### src/rtl/dmad_pkg.sv
// dmad_pkg: register map, control-word layout and list-item carrier for one dma channel
// assumes a single clock domain and a plain strobe register port
package dmad_pkg;
    localparam int ADDR_W = 10;
    localparam logic [9:0] OFF_SRC_ADDR = 10'h000;
    localparam logic [9:0] OFF_DST_ADDR = 10'h008;
    localparam logic [9:0] OFF_NEXT_PTR = 10'h010;
    localparam logic [9:0] OFF_CTL_LOW = 10'h018;
    localparam logic [9:0] OFF_BLOCK_ITEMS = 10'h020;
    localparam logic [9:0] OFF_RUN_CTRL = 10'h024;

    localparam logic [31:0] RST_SRC_ADDR = 32'h0000_0000;
    localparam logic [31:0] RST_DST_ADDR = 32'h0000_0000;
    localparam logic [31:0] RST_NEXT_PTR = 32'h0000_0000;
    localparam logic [31:0] RST_CTL_LOW = 32'h0030_4801;
    localparam logic [31:0] CTL_WMASK = 32'h1ff7_ffff;
    localparam logic [11:0] RST_BLOCK_ITEMS = 12'h001;

    // address step codes
    localparam logic [1:0] STEP_UP = 2'h0;
    localparam logic [1:0] STEP_DOWN = 2'h1;
    // bus master select codes
    localparam logic [1:0] SEL_MASTER1 = 2'h0;
    localparam logic [1:0] SEL_MASTER2 = 2'h1;
    // transfer type codes, all with the channel as flow controller
    localparam logic [2:0] TT_MEM_MEM = 3'h0;
    localparam logic [2:0] TT_MEM_PER = 3'h1;
    localparam logic [2:0] TT_PER_MEM = 3'h2;
    localparam logic [2:0] TT_PER_PER = 3'h3;
    // burst length codes and item counts
    localparam logic [2:0] BURST_MAX_CODE = 3'h4;
    localparam logic [5:0] BURST_1 = 6'h01;
    localparam logic [5:0] BURST_4 = 6'h04;
    localparam logic [5:0] BURST_8 = 6'h08;
    localparam logic [5:0] BURST_16 = 6'h10;
    localparam logic [5:0] BURST_32 = 6'h20;
    localparam logic [2:0] WIDTH_MAX_CODE = 3'h2;
    // pointer field sits above the two list master select bits
    localparam int PTR_LSB = 2;

    // run/status register bit positions
    localparam int RUN_START_BIT = 0;
    localparam int ST_BUSY = 0;
    localparam int ST_CFG_ERR = 1;
    localparam int ST_SRC_CHAIN = 2;
    localparam int ST_DST_CHAIN = 3;
    localparam int ST_SPREAD = 4;
    localparam int ST_COLLECT = 5;
    localparam int ST_LIST_MODE = 6;

    typedef struct packed {
        logic [2:0] rsvd_hi;
        logic source_chain_enable;
        logic dest_chain_enable;
        logic [1:0] source_bus_select;
        logic [1:0] dest_bus_select;
        logic [2:0] transfer_type;
        logic rsvd_mid;
        logic dest_spread_enable;
        logic source_collect_enable;
        logic [2:0] source_burst_len;
        logic [2:0] dest_burst_len;
        logic [1:0] source_addr_step;
        logic [1:0] dest_addr_step;
        logic [2:0] source_item_width;
        logic [2:0] dest_item_width;
        logic int_en;
    } dmad_ctl_low_t;

    // one list item as fetched from memory
    typedef struct packed {
        logic [31:0] source_addr_field;
        logic [31:0] dest_addr_field;
        logic [31:0] next_ptr;
        dmad_ctl_low_t ctl;
    } dmad_list_item_t;
endpackage

### src/rtl/dmad_channel.sv
// dmad_channel: descriptor registers and transfer engine of one dma channel,
// with a small fifo between the source and destination sides
// assumes bus acks arrive in a cycle where the matching request is high
// Function
// - source address loaded first, tracks current transfer
// - source address steps after each source transfer
// - source step 0 up, 1 down, else fixed
// - destination address loaded, tracks each destination transfer
// - destination step 0 up, 1 down, else fixed
// - zero pointer means no list transfers
// - pointer gives next item and write-back address
// - list fetch master from list select field
// - source chaining needs enable bit and nonzero pointer
// - destination chaining needs enable bit and nonzero pointer
// - source accesses use selected bus master
// - destination accesses use selected bus master
// - transfer type codes 0..3, others reserved
// - scatter only with stepping destination address
// - gather only with stepping source address
// - source burst 1,4,8,16,32 items
// - destination burst 1,4,8,16,32 items
// - control word reloaded per block when chaining
//
// Design decision made here: the address-and-strobe port.
`timescale 1ns/1ps

module dmad_fifo #(
    parameter int WIDTH = 32,
    parameter int DEPTH = 4
) (
    input wire logic clk,
    input wire logic nrst,
    input wire logic in_valid,
    output logic in_ready,
    input wire logic [WIDTH-1:0] in_data,
    output logic out_valid,
    input wire logic out_ready,
    output logic [WIDTH-1:0] out_data
);
    localparam int PW = $clog2(DEPTH);
    logic [WIDTH-1:0] mem [DEPTH];
    logic [PW-1:0] wr_ptr;
    logic [PW-1:0] rd_ptr;
    logic [PW:0] count;
    wire push = in_valid && in_ready;
    wire pop = out_valid && out_ready;

    // honest flags come straight from the fill count
    assign in_ready = (count != (PW+1)'(DEPTH));
    assign out_valid = (count != '0);
    assign out_data = mem[rd_ptr];

    // pointers wrap on the power-of-two depth
    always_ff @(posedge clk) begin
        if (!nrst) begin
            wr_ptr <= '0;
            rd_ptr <= '0;
            count <= '0;
        end else begin
            if (push) wr_ptr <= wr_ptr + 1'b1;
            if (pop) rd_ptr <= rd_ptr + 1'b1;
            count <= count + (PW+1)'(push) - (PW+1)'(pop);
        end
    end

    always_ff @(posedge clk) begin
        if (push) mem[wr_ptr] <= in_data;
    end
endmodule // dmad_fifo

module dmad_channel #(
    parameter int FIFO_DEPTH = 4,
    parameter int DATA_W = 32
) (
    input wire logic clk,
    input wire logic nrst,
    input wire logic [dmad_pkg::ADDR_W-1:0] reg_addr,
    input wire logic [31:0] reg_wdata,
    input wire logic reg_wr,
    input wire logic reg_rd,
    output logic [31:0] reg_rdata,
    output logic src_req,
    output logic [31:0] src_addr,
    output logic src_bus_sel,
    output logic src_burst_end,
    input wire logic src_ack,
    input wire logic [DATA_W-1:0] src_rdata,
    output logic dst_req,
    output logic [31:0] dst_addr,
    output logic dst_bus_sel,
    output logic dst_burst_end,
    output logic [DATA_W-1:0] dst_wdata,
    input wire logic dst_ack,
    output logic list_req,
    output logic list_wb,
    output logic [31:0] list_addr,
    output logic list_bus_sel,
    output logic [31:0] list_wdata,
    input wire logic list_ack,
    input wire dmad_pkg::dmad_list_item_t list_item,
    output logic [2:0] transfer_type,
    output logic dest_spread_active,
    output logic source_collect_active,
    output logic busy
);
    typedef enum logic [1:0] {ST_IDLE, ST_RUN, ST_WBACK, ST_FETCH} dmad_state_t;
    dmad_state_t state;
    dmad_state_t next_state;

    logic [31:0] sar;
    logic [31:0] dar;
    logic [31:0] llp;
    dmad_pkg::dmad_ctl_low_t ctl;
    logic [11:0] block_items;
    logic [11:0] src_left;
    logic [11:0] dst_left;
    logic [5:0] src_beat;
    logic [5:0] dst_beat;

    // register decode
    wire wr_sar = reg_wr && reg_addr == dmad_pkg::OFF_SRC_ADDR;
    wire wr_dar = reg_wr && reg_addr == dmad_pkg::OFF_DST_ADDR;
    wire wr_llp = reg_wr && reg_addr == dmad_pkg::OFF_NEXT_PTR;
    wire wr_ctl = reg_wr && reg_addr == dmad_pkg::OFF_CTL_LOW;
    wire wr_items = reg_wr && reg_addr == dmad_pkg::OFF_BLOCK_ITEMS;
    wire wr_run = reg_wr && reg_addr == dmad_pkg::OFF_RUN_CTRL;
    wire sw_ok = (state == ST_IDLE); // descriptor is frozen while the engine owns it

    // field checks; reserved codes refuse the start rather than guessing a meaning
    wire ptr_nonzero = (llp[31:dmad_pkg::PTR_LSB] != '0);
    wire src_chain_on = ctl.source_chain_enable && ptr_nonzero;
    wire dst_chain_on = ctl.dest_chain_enable && ptr_nonzero;
    wire chain_on = src_chain_on || dst_chain_on;
    wire sel_bad = ctl.source_bus_select > dmad_pkg::SEL_MASTER2 ||
        ctl.dest_bus_select > dmad_pkg::SEL_MASTER2 ||
        llp[1:0] > dmad_pkg::SEL_MASTER2;
    wire tt_bad = ctl.transfer_type > dmad_pkg::TT_PER_PER;
    wire burst_bad = ctl.source_burst_len > dmad_pkg::BURST_MAX_CODE ||
        ctl.dest_burst_len > dmad_pkg::BURST_MAX_CODE;
    wire width_bad = ctl.source_item_width > dmad_pkg::WIDTH_MAX_CODE ||
        ctl.dest_item_width > dmad_pkg::WIDTH_MAX_CODE;
    wire cfg_err = sel_bad || tt_bad || burst_bad || width_bad;
    wire start = wr_run && reg_wdata[dmad_pkg::RUN_START_BIT] && sw_ok && !cfg_err;

    function automatic logic [5:0] burst_items(input logic [2:0] code);
        case (code)
            3'h0: burst_items = dmad_pkg::BURST_1;
            3'h1: burst_items = dmad_pkg::BURST_4;
            3'h2: burst_items = dmad_pkg::BURST_8;
            3'h3: burst_items = dmad_pkg::BURST_16;
            default: burst_items = dmad_pkg::BURST_32;
        endcase
    endfunction

    function automatic logic [31:0] stepped(input logic [31:0] a, input logic [1:0] mode,
                                            input logic [2:0] width);
        logic [31:0] inc;
        inc = 32'h0000_0001 << width;
        case (mode)
            dmad_pkg::STEP_UP: stepped = a + inc;
            dmad_pkg::STEP_DOWN: stepped = a - inc;
            default: stepped = a;
        endcase
    endfunction

    // fifo between the two sides; a full fifo stalls source requests
    logic fifo_in_ready;
    logic fifo_out_valid;
    wire src_take = src_req && src_ack;
    wire dst_take = dst_req && dst_ack;
    dmad_fifo #(.WIDTH(DATA_W), .DEPTH(FIFO_DEPTH)) u_fifo (
        .clk(clk),
        .nrst(nrst),
        .in_valid(src_take),
        .in_ready(fifo_in_ready),
        .in_data(src_rdata),
        .out_valid(fifo_out_valid),
        .out_ready(dst_take),
        .out_data(dst_wdata)
    );

    // bus requests and selects
    assign src_req = (state == ST_RUN) && (src_left != '0) && fifo_in_ready;
    assign dst_req = (state == ST_RUN) && (dst_left != '0) && fifo_out_valid;
    assign src_addr = sar;
    assign dst_addr = dar;
    assign src_bus_sel = (ctl.source_bus_select == dmad_pkg::SEL_MASTER2);
    assign dst_bus_sel = (ctl.dest_bus_select == dmad_pkg::SEL_MASTER2);
    wire src_beat_last = (src_beat + 6'h01 == burst_items(ctl.source_burst_len));
    wire dst_beat_last = (dst_beat + 6'h01 == burst_items(ctl.dest_burst_len));
    assign src_burst_end = src_take && (src_beat_last || src_left == 12'h001);
    assign dst_burst_end = dst_take && (dst_beat_last || dst_left == 12'h001);

    // list item traffic: write-back and fetch both go to the pointed word
    assign list_wb = (state == ST_WBACK);
    assign list_req = (state == ST_WBACK) || (state == ST_FETCH);
    assign list_addr = {llp[31:dmad_pkg::PTR_LSB], 2'h0};
    assign list_bus_sel = (llp[1:0] == dmad_pkg::SEL_MASTER2);
    assign list_wdata = ctl;

    assign transfer_type = ctl.transfer_type;
    assign dest_spread_active = ctl.dest_spread_enable &&
        ctl.dest_addr_step inside {dmad_pkg::STEP_UP, dmad_pkg::STEP_DOWN};
    assign source_collect_active = ctl.source_collect_enable &&
        ctl.source_addr_step inside {dmad_pkg::STEP_UP, dmad_pkg::STEP_DOWN};
    assign busy = (state != ST_IDLE);
    wire block_done = (state == ST_RUN) && src_left == '0 && dst_left == '0;
    wire fetched = (state == ST_FETCH) && list_ack;

    // engine sequencing; a nonzero pointer with chaining loops through the list
    always_comb begin
        next_state = state;
        unique case (state)
            ST_IDLE: if (start) next_state = ST_RUN;
            ST_RUN: if (block_done) next_state = chain_on ? ST_WBACK : ST_IDLE;
            ST_WBACK: if (list_ack) next_state = ST_FETCH;
            ST_FETCH: if (list_ack) next_state = ST_RUN;
        endcase
    end

    // status word read back on the run register
    wire [31:0] status = 32'({ptr_nonzero, source_collect_active, dest_spread_active,
        dst_chain_on, src_chain_on, cfg_err, busy});
    wire [31:0] rd_mux = (reg_addr == dmad_pkg::OFF_SRC_ADDR) ? sar :
        (reg_addr == dmad_pkg::OFF_DST_ADDR) ? dar :
        (reg_addr == dmad_pkg::OFF_NEXT_PTR) ? llp :
        (reg_addr == dmad_pkg::OFF_CTL_LOW) ? 32'(ctl) :
        (reg_addr == dmad_pkg::OFF_BLOCK_ITEMS) ? 32'(block_items) :
        (reg_addr == dmad_pkg::OFF_RUN_CTRL) ? status : 32'h0000_0000;

    always_ff @(posedge clk) begin
        if (!nrst) reg_rdata <= 32'h0000_0000;
        else reg_rdata <= reg_rd ? rd_mux : 32'h0000_0000;
    end

    always_ff @(posedge clk) begin
        if (!nrst) state <= ST_IDLE;
        else state <= next_state;
    end

    // source address: software load, list reload, or step per transfer
    always_ff @(posedge clk) begin
        if (!nrst) sar <= dmad_pkg::RST_SRC_ADDR;
        else if (fetched) sar <= list_item.source_addr_field;
        else if (src_take)
            sar <= stepped(sar, ctl.source_addr_step, ctl.source_item_width);
        else if (wr_sar && sw_ok) sar <= reg_wdata;
    end

    // destination address likewise
    always_ff @(posedge clk) begin
        if (!nrst) dar <= dmad_pkg::RST_DST_ADDR;
        else if (fetched) dar <= list_item.dest_addr_field;
        else if (dst_take)
            dar <= stepped(dar, ctl.dest_addr_step, ctl.dest_item_width);
        else if (wr_dar && sw_ok) dar <= reg_wdata;
    end

    // pointer and control word are part of each list item
    always_ff @(posedge clk) begin
        if (!nrst) begin
            llp <= dmad_pkg::RST_NEXT_PTR;
            ctl <= dmad_pkg::RST_CTL_LOW;
            block_items <= dmad_pkg::RST_BLOCK_ITEMS;
        end else if (fetched) begin
            llp <= list_item.next_ptr;
            ctl <= list_item.ctl & dmad_pkg::CTL_WMASK;
        end else if (sw_ok) begin
            if (wr_llp) llp <= reg_wdata;
            if (wr_ctl) ctl <= reg_wdata & dmad_pkg::CTL_WMASK;
            if (wr_items) block_items <= reg_wdata[11:0];
        end
    end

    // item counters and burst beat counters
    always_ff @(posedge clk) begin
        if (!nrst) begin
            src_left <= '0;
            dst_left <= '0;
            src_beat <= '0;
            dst_beat <= '0;
        end else if (start || fetched) begin
            src_left <= block_items;
            dst_left <= block_items;
            src_beat <= '0;
            dst_beat <= '0;
        end else begin
            if (src_take) src_left <= src_left - 12'h001;
            if (dst_take) dst_left <= dst_left - 12'h001;
            if (src_take) src_beat <= src_burst_end ? 6'h00 : src_beat + 6'h01;
            if (dst_take) dst_beat <= dst_burst_end ? 6'h00 : dst_beat + 6'h01;
        end
    end
endmodule // dmad_channel

### config.mk
export PLATFORM = sky130hd
export DESIGN_NAME = dmad_channel
export DESIGN_NICKNAME = d
export VERILOG_FILES = /design/src/rtl/dmad_pkg.sv /design/src/rtl/dmad_channel.sv
export SDC_FILE = /design/constraint.sdc
export NUM_CORES = 1
export LEC_CHECK = 0
export ABC_AREA = 1
export BUFFER_PORTS_ARGS = -buffer_cell sky130_fd_sc_hd__buf_2
export CORE_ASPECT_RATIO = 0.7
export CORE_MARGIN = 3
export CORE_UTILIZATION = 23
export CTS_CLUSTER_DIAMETER = 60
export DETAILED_ROUTE_END_ITERATION = 12
export GPL_TIMING_DRIVEN = 0
export SLEW_MARGIN = 20
export SYNTH_ARGS = -nofsm -noshare
export SYNTH_HDL_FRONTEND = slang
export SYNTH_HIERARCHICAL = 1
export SYNTH_SLANG_ARGS = --single-unit
### constraint.sdc
create_clock -name clk -period 6.1 [get_ports clk]
set_input_delay 0.305 -clock clk [delete_from_list [all_inputs] [get_ports clk]]
set_output_delay 0.305 -clock clk [all_outputs]
set_load 0.01 [all_outputs]
Yosys cells after proc, flatten, opt, wreduce, memory -nomap -nowiden
Memories as Yosys holds them, arrays and structs flattened. A register that Yosys moved wholly into a read port is not among the register bits. Index checks and enable logic that the tools add are counted.

Register bits: 213. Bits in writable memories: 128. Input port bits: 209. Output and inout bits: 207. Logic and storage cells: 191. Memories kept: 1.

Add/subtract/negate cells: 12. Order comparisons: 8. Equality and inequality tests: 30. Shift-type cells: 2. Mux-type cells: 38. Bitwise operators: 2. Reductions and logical operators: 71.

Memories: u_fifo.mem (depth 4, width 32, rd ports 1, clocked after Yosys merged registers in 1, wr ports 1, line dmad_channel.sv:41) `logic [WIDTH-1:0] mem [DEPTH];`.

Operator list (count): $mux W32 (12); $pmux W32 S2 (2); $mux W29 (4); $add A32 B32 Y32 (2); $shl A1 B3 Y32 const A (2); $sub A32 B32 Y32 (2); $mux W12 (5); $pmux W6 S4 (2); $reduce_bool A30 Y1 (1); $logic_and A1 B1 Y1 (28); $eq A12 B1 Y1 const B (2); $logic_not A12 Y1 (2); $reduce_bool A12 Y1 (2); $sub A12 B1 Y12 const B (2); $eq A10 B5 Y1 const B (2); $eq A10 B6 Y1 const B (2); $reduce_bool A2 Y1 (8); $mux W2 (7); $add A6 B1 Y6 const B (2); $eq A2 B1 Y1 const B (6); $eq A3 B2 Y1 const B (4); $eq A6 B6 Y1 (2); $logic_or A1 B1 Y1 (12); $mux W6 (2); 26 further kinds (48).

Longest topological paths before layout
Word-level depth: 12. Mapped depth: 25. Depth with buffers taken out: 25.

Cells and area by module
Netlist, hierarchy kept.

By module, submodules not included: dmad_channel (times used 1, cells each 2764, area each 16432.0 um2, seq. area each 4124.0 um2); dmad_fifo (times used 1, cells each 374, area each 5251.3 um2, seq. area each 4023.9 um2).

Worst setup path before layout
No wires, ideal clock.

Path type: register to register. From: register src_left[0]. To: memory u_fifo.mem[0][0] (enable). Setup time: 0.421 ns. Data arrival time: 3.016 ns. Data required time: 5.679 ns. Setup slack: 2.663 ns. Cell stages (with the launch flop): 12. Path buffers: 2. Cells stage by stage: dfxtp_1 > inv_1 > ha_1 > nand2_1 > nor2_2 > nand3_1 > nand4_2 > inv_1 > buf_2 > buf_2 > nand2_1 > nor2_1.

Longest elaborated chain between the ends: 7.

Ends and longest elaborated chain: start: declaration (line dmad_channel.sv:115) `logic [11:0] src_left;`; start signal: assignment (line dmad_channel.sv:283) `src_left <= block_items;`; start signal: assignment (line dmad_channel.sv:288) `if (src_take) src_left <= src_left - 12'h001;`; $reduce_bool A12 Y1 (line dmad_channel.sv:183) `assign src_req = (state == ST_RUN) && (src_left != '0) && fifo_in_ready;`; $logic_and A1 B1 Y1 (2 in a row) (line dmad_channel.sv:183); $logic_and A1 B1 Y1 (line dmad_channel.sv:169) `wire src_take = src_req && src_ack;`; named net src_take (line dmad_channel.sv:169); $logic_and A1 B1 Y1 (line dmad_channel.sv:45) `wire push = in_valid && in_ready;`; $mux W1 (line dmad_channel.sv:67) `if (push) mem[wr_ptr] <= in_data;`; $mux W1 (not written as such) (line dmad_channel.sv:67); end: declaration (line dmad_channel.sv:41).

The timed path passes the listed nets, and every way through them passes these cells.

Final worst setup path
From: register dst_left[0]. To: register u_fifo.count[1].

Longest elaborated chain between the ends: 6.

Ends and longest elaborated chain: start: declaration (line dmad_channel.sv:116) `logic [11:0] dst_left;`; start signal: assignment (line dmad_channel.sv:284) `dst_left <= block_items;`; start signal: assignment (line dmad_channel.sv:289) `if (dst_take) dst_left <= dst_left - 12'h001;`; $reduce_bool A12 Y1 (line dmad_channel.sv:184) `assign dst_req = (state == ST_RUN) && (dst_left != '0) && fifo_out_valid;`; $logic_and A1 B1 Y1 (2 in a row) (line dmad_channel.sv:184); $logic_and A1 B1 Y1 (line dmad_channel.sv:170) `wire dst_take = dst_req && dst_ack;`; named net dst_take (line dmad_channel.sv:170); $logic_and A1 B1 Y1 (line dmad_channel.sv:46) `wire pop = out_valid && out_ready;`; named net u_fifo.pop (line dmad_channel.sv:46); $sub A3 B1 Y3 (line dmad_channel.sv:62) `count <= count + (PW+1)'(push) - (PW+1)'(pop);`; end signal: assignment (line dmad_channel.sv:62); end: declaration (line dmad_channel.sv:44) `logic [PW:0] count;`.

The timed path passes the listed nets, and every way through them passes these cells. A chain may end at the register's enable or synchronous reset.

==> flow_summary.json <==
{
  "combPwrFrac_pct": 5.9,
  "intPower_w": 0.003914,
  "synth.top_cell.area_share_pct": 19.85,
  "numClockSinks": 343,
  "rr_endpoint": "u_fifo/count[1]$_SDFF_PN0_",
  "worstReg2RegStart": "dst_left[0]$_SDFFE_PN0P_",
  "grt_usage_pct": 22.67,
  "fmax_mhz": 244.0,
  "io_buffers": 405,
  "r2r_cells": 15,
  "wl_per_cell_um": 23.62,
  "area_growth_pct": 26.06,
  "clock-root-buffer": "clkbuf_16",
  "powerDensity_nw_per_um2": 192.7,
  "syn_area_um2": 21680,
  "fin_util_pct": 29.47,
  "synth_common_cells": "837 x nand2_1, 407 x inv_1, 327 x nor2_1, 274 x a21oi_1, 215 x dfxtp_1",
  "clk_pin_slew_ps": 70,
  "worst_slack_ps": 2001,
  "rows": 93,
  "htree_num_levels": 2,
  "hp-start": "list_item[7]",
  "cts_resized": 0,
  "switching_power_w": 0.001353,
  "clk_latency_ps": 610,
  "peakVddDrop_mv": 0.1571,
  "netlist_instances": 3138,
  "slew_headroom_pct": 15.97,
  "wl_mm": 116.2,
  "place.detailed.hpwl_mm": 95.25,
  "rsz0062_at_grt": "no",
  "fill_cells": 10264,
  "via_count": 24524,
  "antenna_found_initial": 27,
  "maxSlewViolCount": 0,
  "maxCapViolCount": 0,
  "synth_flop_cell": "dfxtp_1",
  "yosys.area.top_type": "dfxtp_1",
  "grt_pass1_vias": 22130,
  "die_height_um": 262.9,
  "r2r_slack_ps": 2000,
  "tightest_slew_ps": 1260,
  "synth-seq-area-share_pct": 37.58,
  "dieArea_um2": 98050,
  "ant_nets": 0,
  "hold_ws_ps": 10.66,
  "core_area_um2": 92740,
  "synth-async-reset-ratio_pct": 0,
  "io_pins": 416,
  "cp-start-kind": "register",
  "synth_cell_types": 50,
  "synth_edf_count": 128,
  "hold_depth": 3,
  "drc": 0,
  "routabilityCongestion": 1.009,
  "share_seq_of_total_power_pct": 45.1,
  "status": "complete, no violations",
  "hold_violations": 0,
  "setup_viol": 0,
  "syn_avg_cell_area_um2": 6.910,
  "period_minus_slack_ps": 4099,
  "start_util_pct": 23.38,
  "yosysWarnings": 6,
  "cp_max_fo": 12,
  "leakagePower_nw": 12.99,
  "finClkSkew_ps": 38.76,
  "finalSetupTns_ps": 0,
  "cts_tree": "built",
  "die_w_um": 373.0,
  "cts_setup_buffers": 0,
  "drtPass1Iterations": 6,
  "period_share_pct": 67.19,
  "clockBufferDepth": 3,
  "grt_max_degree": 24,
  "synth.area.top_cells": "dfxtp_1 20%, edfxtp_1 18%, nand2_1 14%",
  "yosys_register_bits": 343,
  "numCtsBuffers": 41,
  "p_sw_share_pct": 25.69,
  "crit_type": "reg -> reg",
  "grt_pass1_wl_mm": 161.7,
  "min_path_type": "in -> reg",
  "hold_end": "list_wdata[7]$_SDFFE_PN0P_",
  "layout-drive-gt1-share_pct": 16.72,
  "grt_overflow": 0,
  "power_frac_clock_pct": 49.0,
  "synth.most_common_cell": "nand2_1",
  "crit_required_ps": 6580,
  "dpl_worst_slack_ps": 2137,
  "finalNetCount": 3940,
  "p_total_w": 0.005266,
  "worst_setup_path_end_kind": "register",
  "first_iter_violations": 3321,
  "vias_per_cell": 4.984,
  "worstPathArrival_ps": 4580
}
## flip-flops by register name, summed over array words and instances, names as in the netlist, 6 cells and up, named ones only
signal and cells:
dst_addr 32, block_items 12, src_beat 6, src_addr 32, dst_left 12, dst_beat 6
src_left 12, llp 32, reg_rdata 32, list_wdata 25, u_fifo/mem 128
## area by class of cell
class                           instances  area, µm²  share of cell area, %
Buffer                                166      937.1                  3.428
Antenna cell                            7      17.52                0.06408
Timing Repair Buffer                  460       2658                  9.722
Clock buffer                           52       1097                  4.014
Sequential cell                       343       8148                  29.81
Tap cell                             1235       1545                  5.653
Clock inverter                         24      280.3                  1.025
Multi-Input combinational cell       2213      11060                  40.48
Inverter                              421       1588                  5.809
## logic make-up (layout without fill, tap and decap cells)
group                      Yosys count  count (layout)  share of synthesized area [%]
DFF                                343             343                          37.58
xor gates and xnor gates            64              64                          2.585
muxes                                4               4                         0.1847
adders and majority gates           85              85                          5.009
and+or+nand+nor                   1442            1442                          27.22
buffers and inverters              587            1123                          11.64
AOI/OAI and AO/OA                  612             612                          15.76
other                                1              13                        0.01729
## per-stage QoR
stage / cell area, µm² / instances
finish: 27340 / 4921
global placement: 25270 / 4783
floorplan: 21700 / 3143
CTS: 27320 / 4914
global route: 27320 / 4915
detailed placement: 25440 / 4788
## power by group through the flow
stage | Clock [W] | Sequential [W] | Combinational, W
after floorplan | 0 | 0.00242 | 0.0000887
after global placement | 0 | 0.00242 | 0.000272
final | 0.00258 | 0.00237 | 0.000312
after detailed placement | 0 | 0.00242 | 0.000273
after CTS | 0.00261 | 0.00237 | 0.000301
after global routing | 0.00269 | 0.00237 | 0.000323
## cell usage in the layout, fill, tap and decap left out, types with 10 or more instances in the layout
cell type	instances
a21oi_1	274
a31oi_1	24
a32oi_1	47
buf_2	446
buf_4	46
buf_6	12
clkbuf_1	68
clkbuf_16	41
dfxtp_1	215
dlygate4sd3_1	50
edfxtp_1	128
ha_1	82
inv_1	407
inv_2	10
nand2_1	837
nand3_1	189
nand4_1	17
nor2_1	323
nor3_1	30
o21ai_0	152
o21ai_1	41
o22ai_1	40
xnor2_1	20
xor2_1	44
## timing repair
item,4_1_cts,5_1_grt
endpoints found under the hold margin,146,0
setup endpoints to repair,0,0
hold buffers,50,0
## routing by layer
layer  GRT usage [%]  part of all wire [%]  vias to the layer above
met1           32.15                    43                    11465
li1                -                     -                    11263
met2           31.50                    39                     1604
met3           9.292                    15                      176
met5               0                 0.089                        -
met4           5.468                   2.5                       16
## how the worst max path moves through the flow
stage	startpoint	to	slack [ps]	depth (start not counted)
2_1_floorplan	src_left[0]$_SDFFE_PN0P_	u_fifo/mem[0][0]$_DFFE_PP_	2660	11
3_3_place_gp	src_left[0]$_SDFFE_PN0P_	u_fifo/mem[0][6]$_DFFE_PP_	640	11
3_5_place_dp	dst_left[0]$_SDFFE_PN0P_	u_fifo/count[1]$_SDFF_PN0_	2140	15
4_1_cts	dst_left[0]$_SDFFE_PN0P_	u_fifo/count[1]$_SDFF_PN0_	2120	15
5_1_grt	dst_left[0]$_SDFFE_PN0P_	u_fifo/count[1]$_SDFF_PN0_	1810	15
6_report	dst_left[0]$_SDFFE_PN0P_	u_fifo/count[1]$_SDFF_PN0_	2000	15
## worst max-delay path, cell delays in order, from the launching register on
cell and delay, ps:
dfxtp_1 380, inv_1 100, ha_1 210, inv_1 50
nor2_1 40, nand3_1 170, nand4_2 410, inv_2 350
clkbuf_1 920, a21boi_0 310, ha_1 280, inv_1 60
ha_1 160, fa_1 410, nand2_1 70, inv_1 30
(Power assumes the default switching activity.)
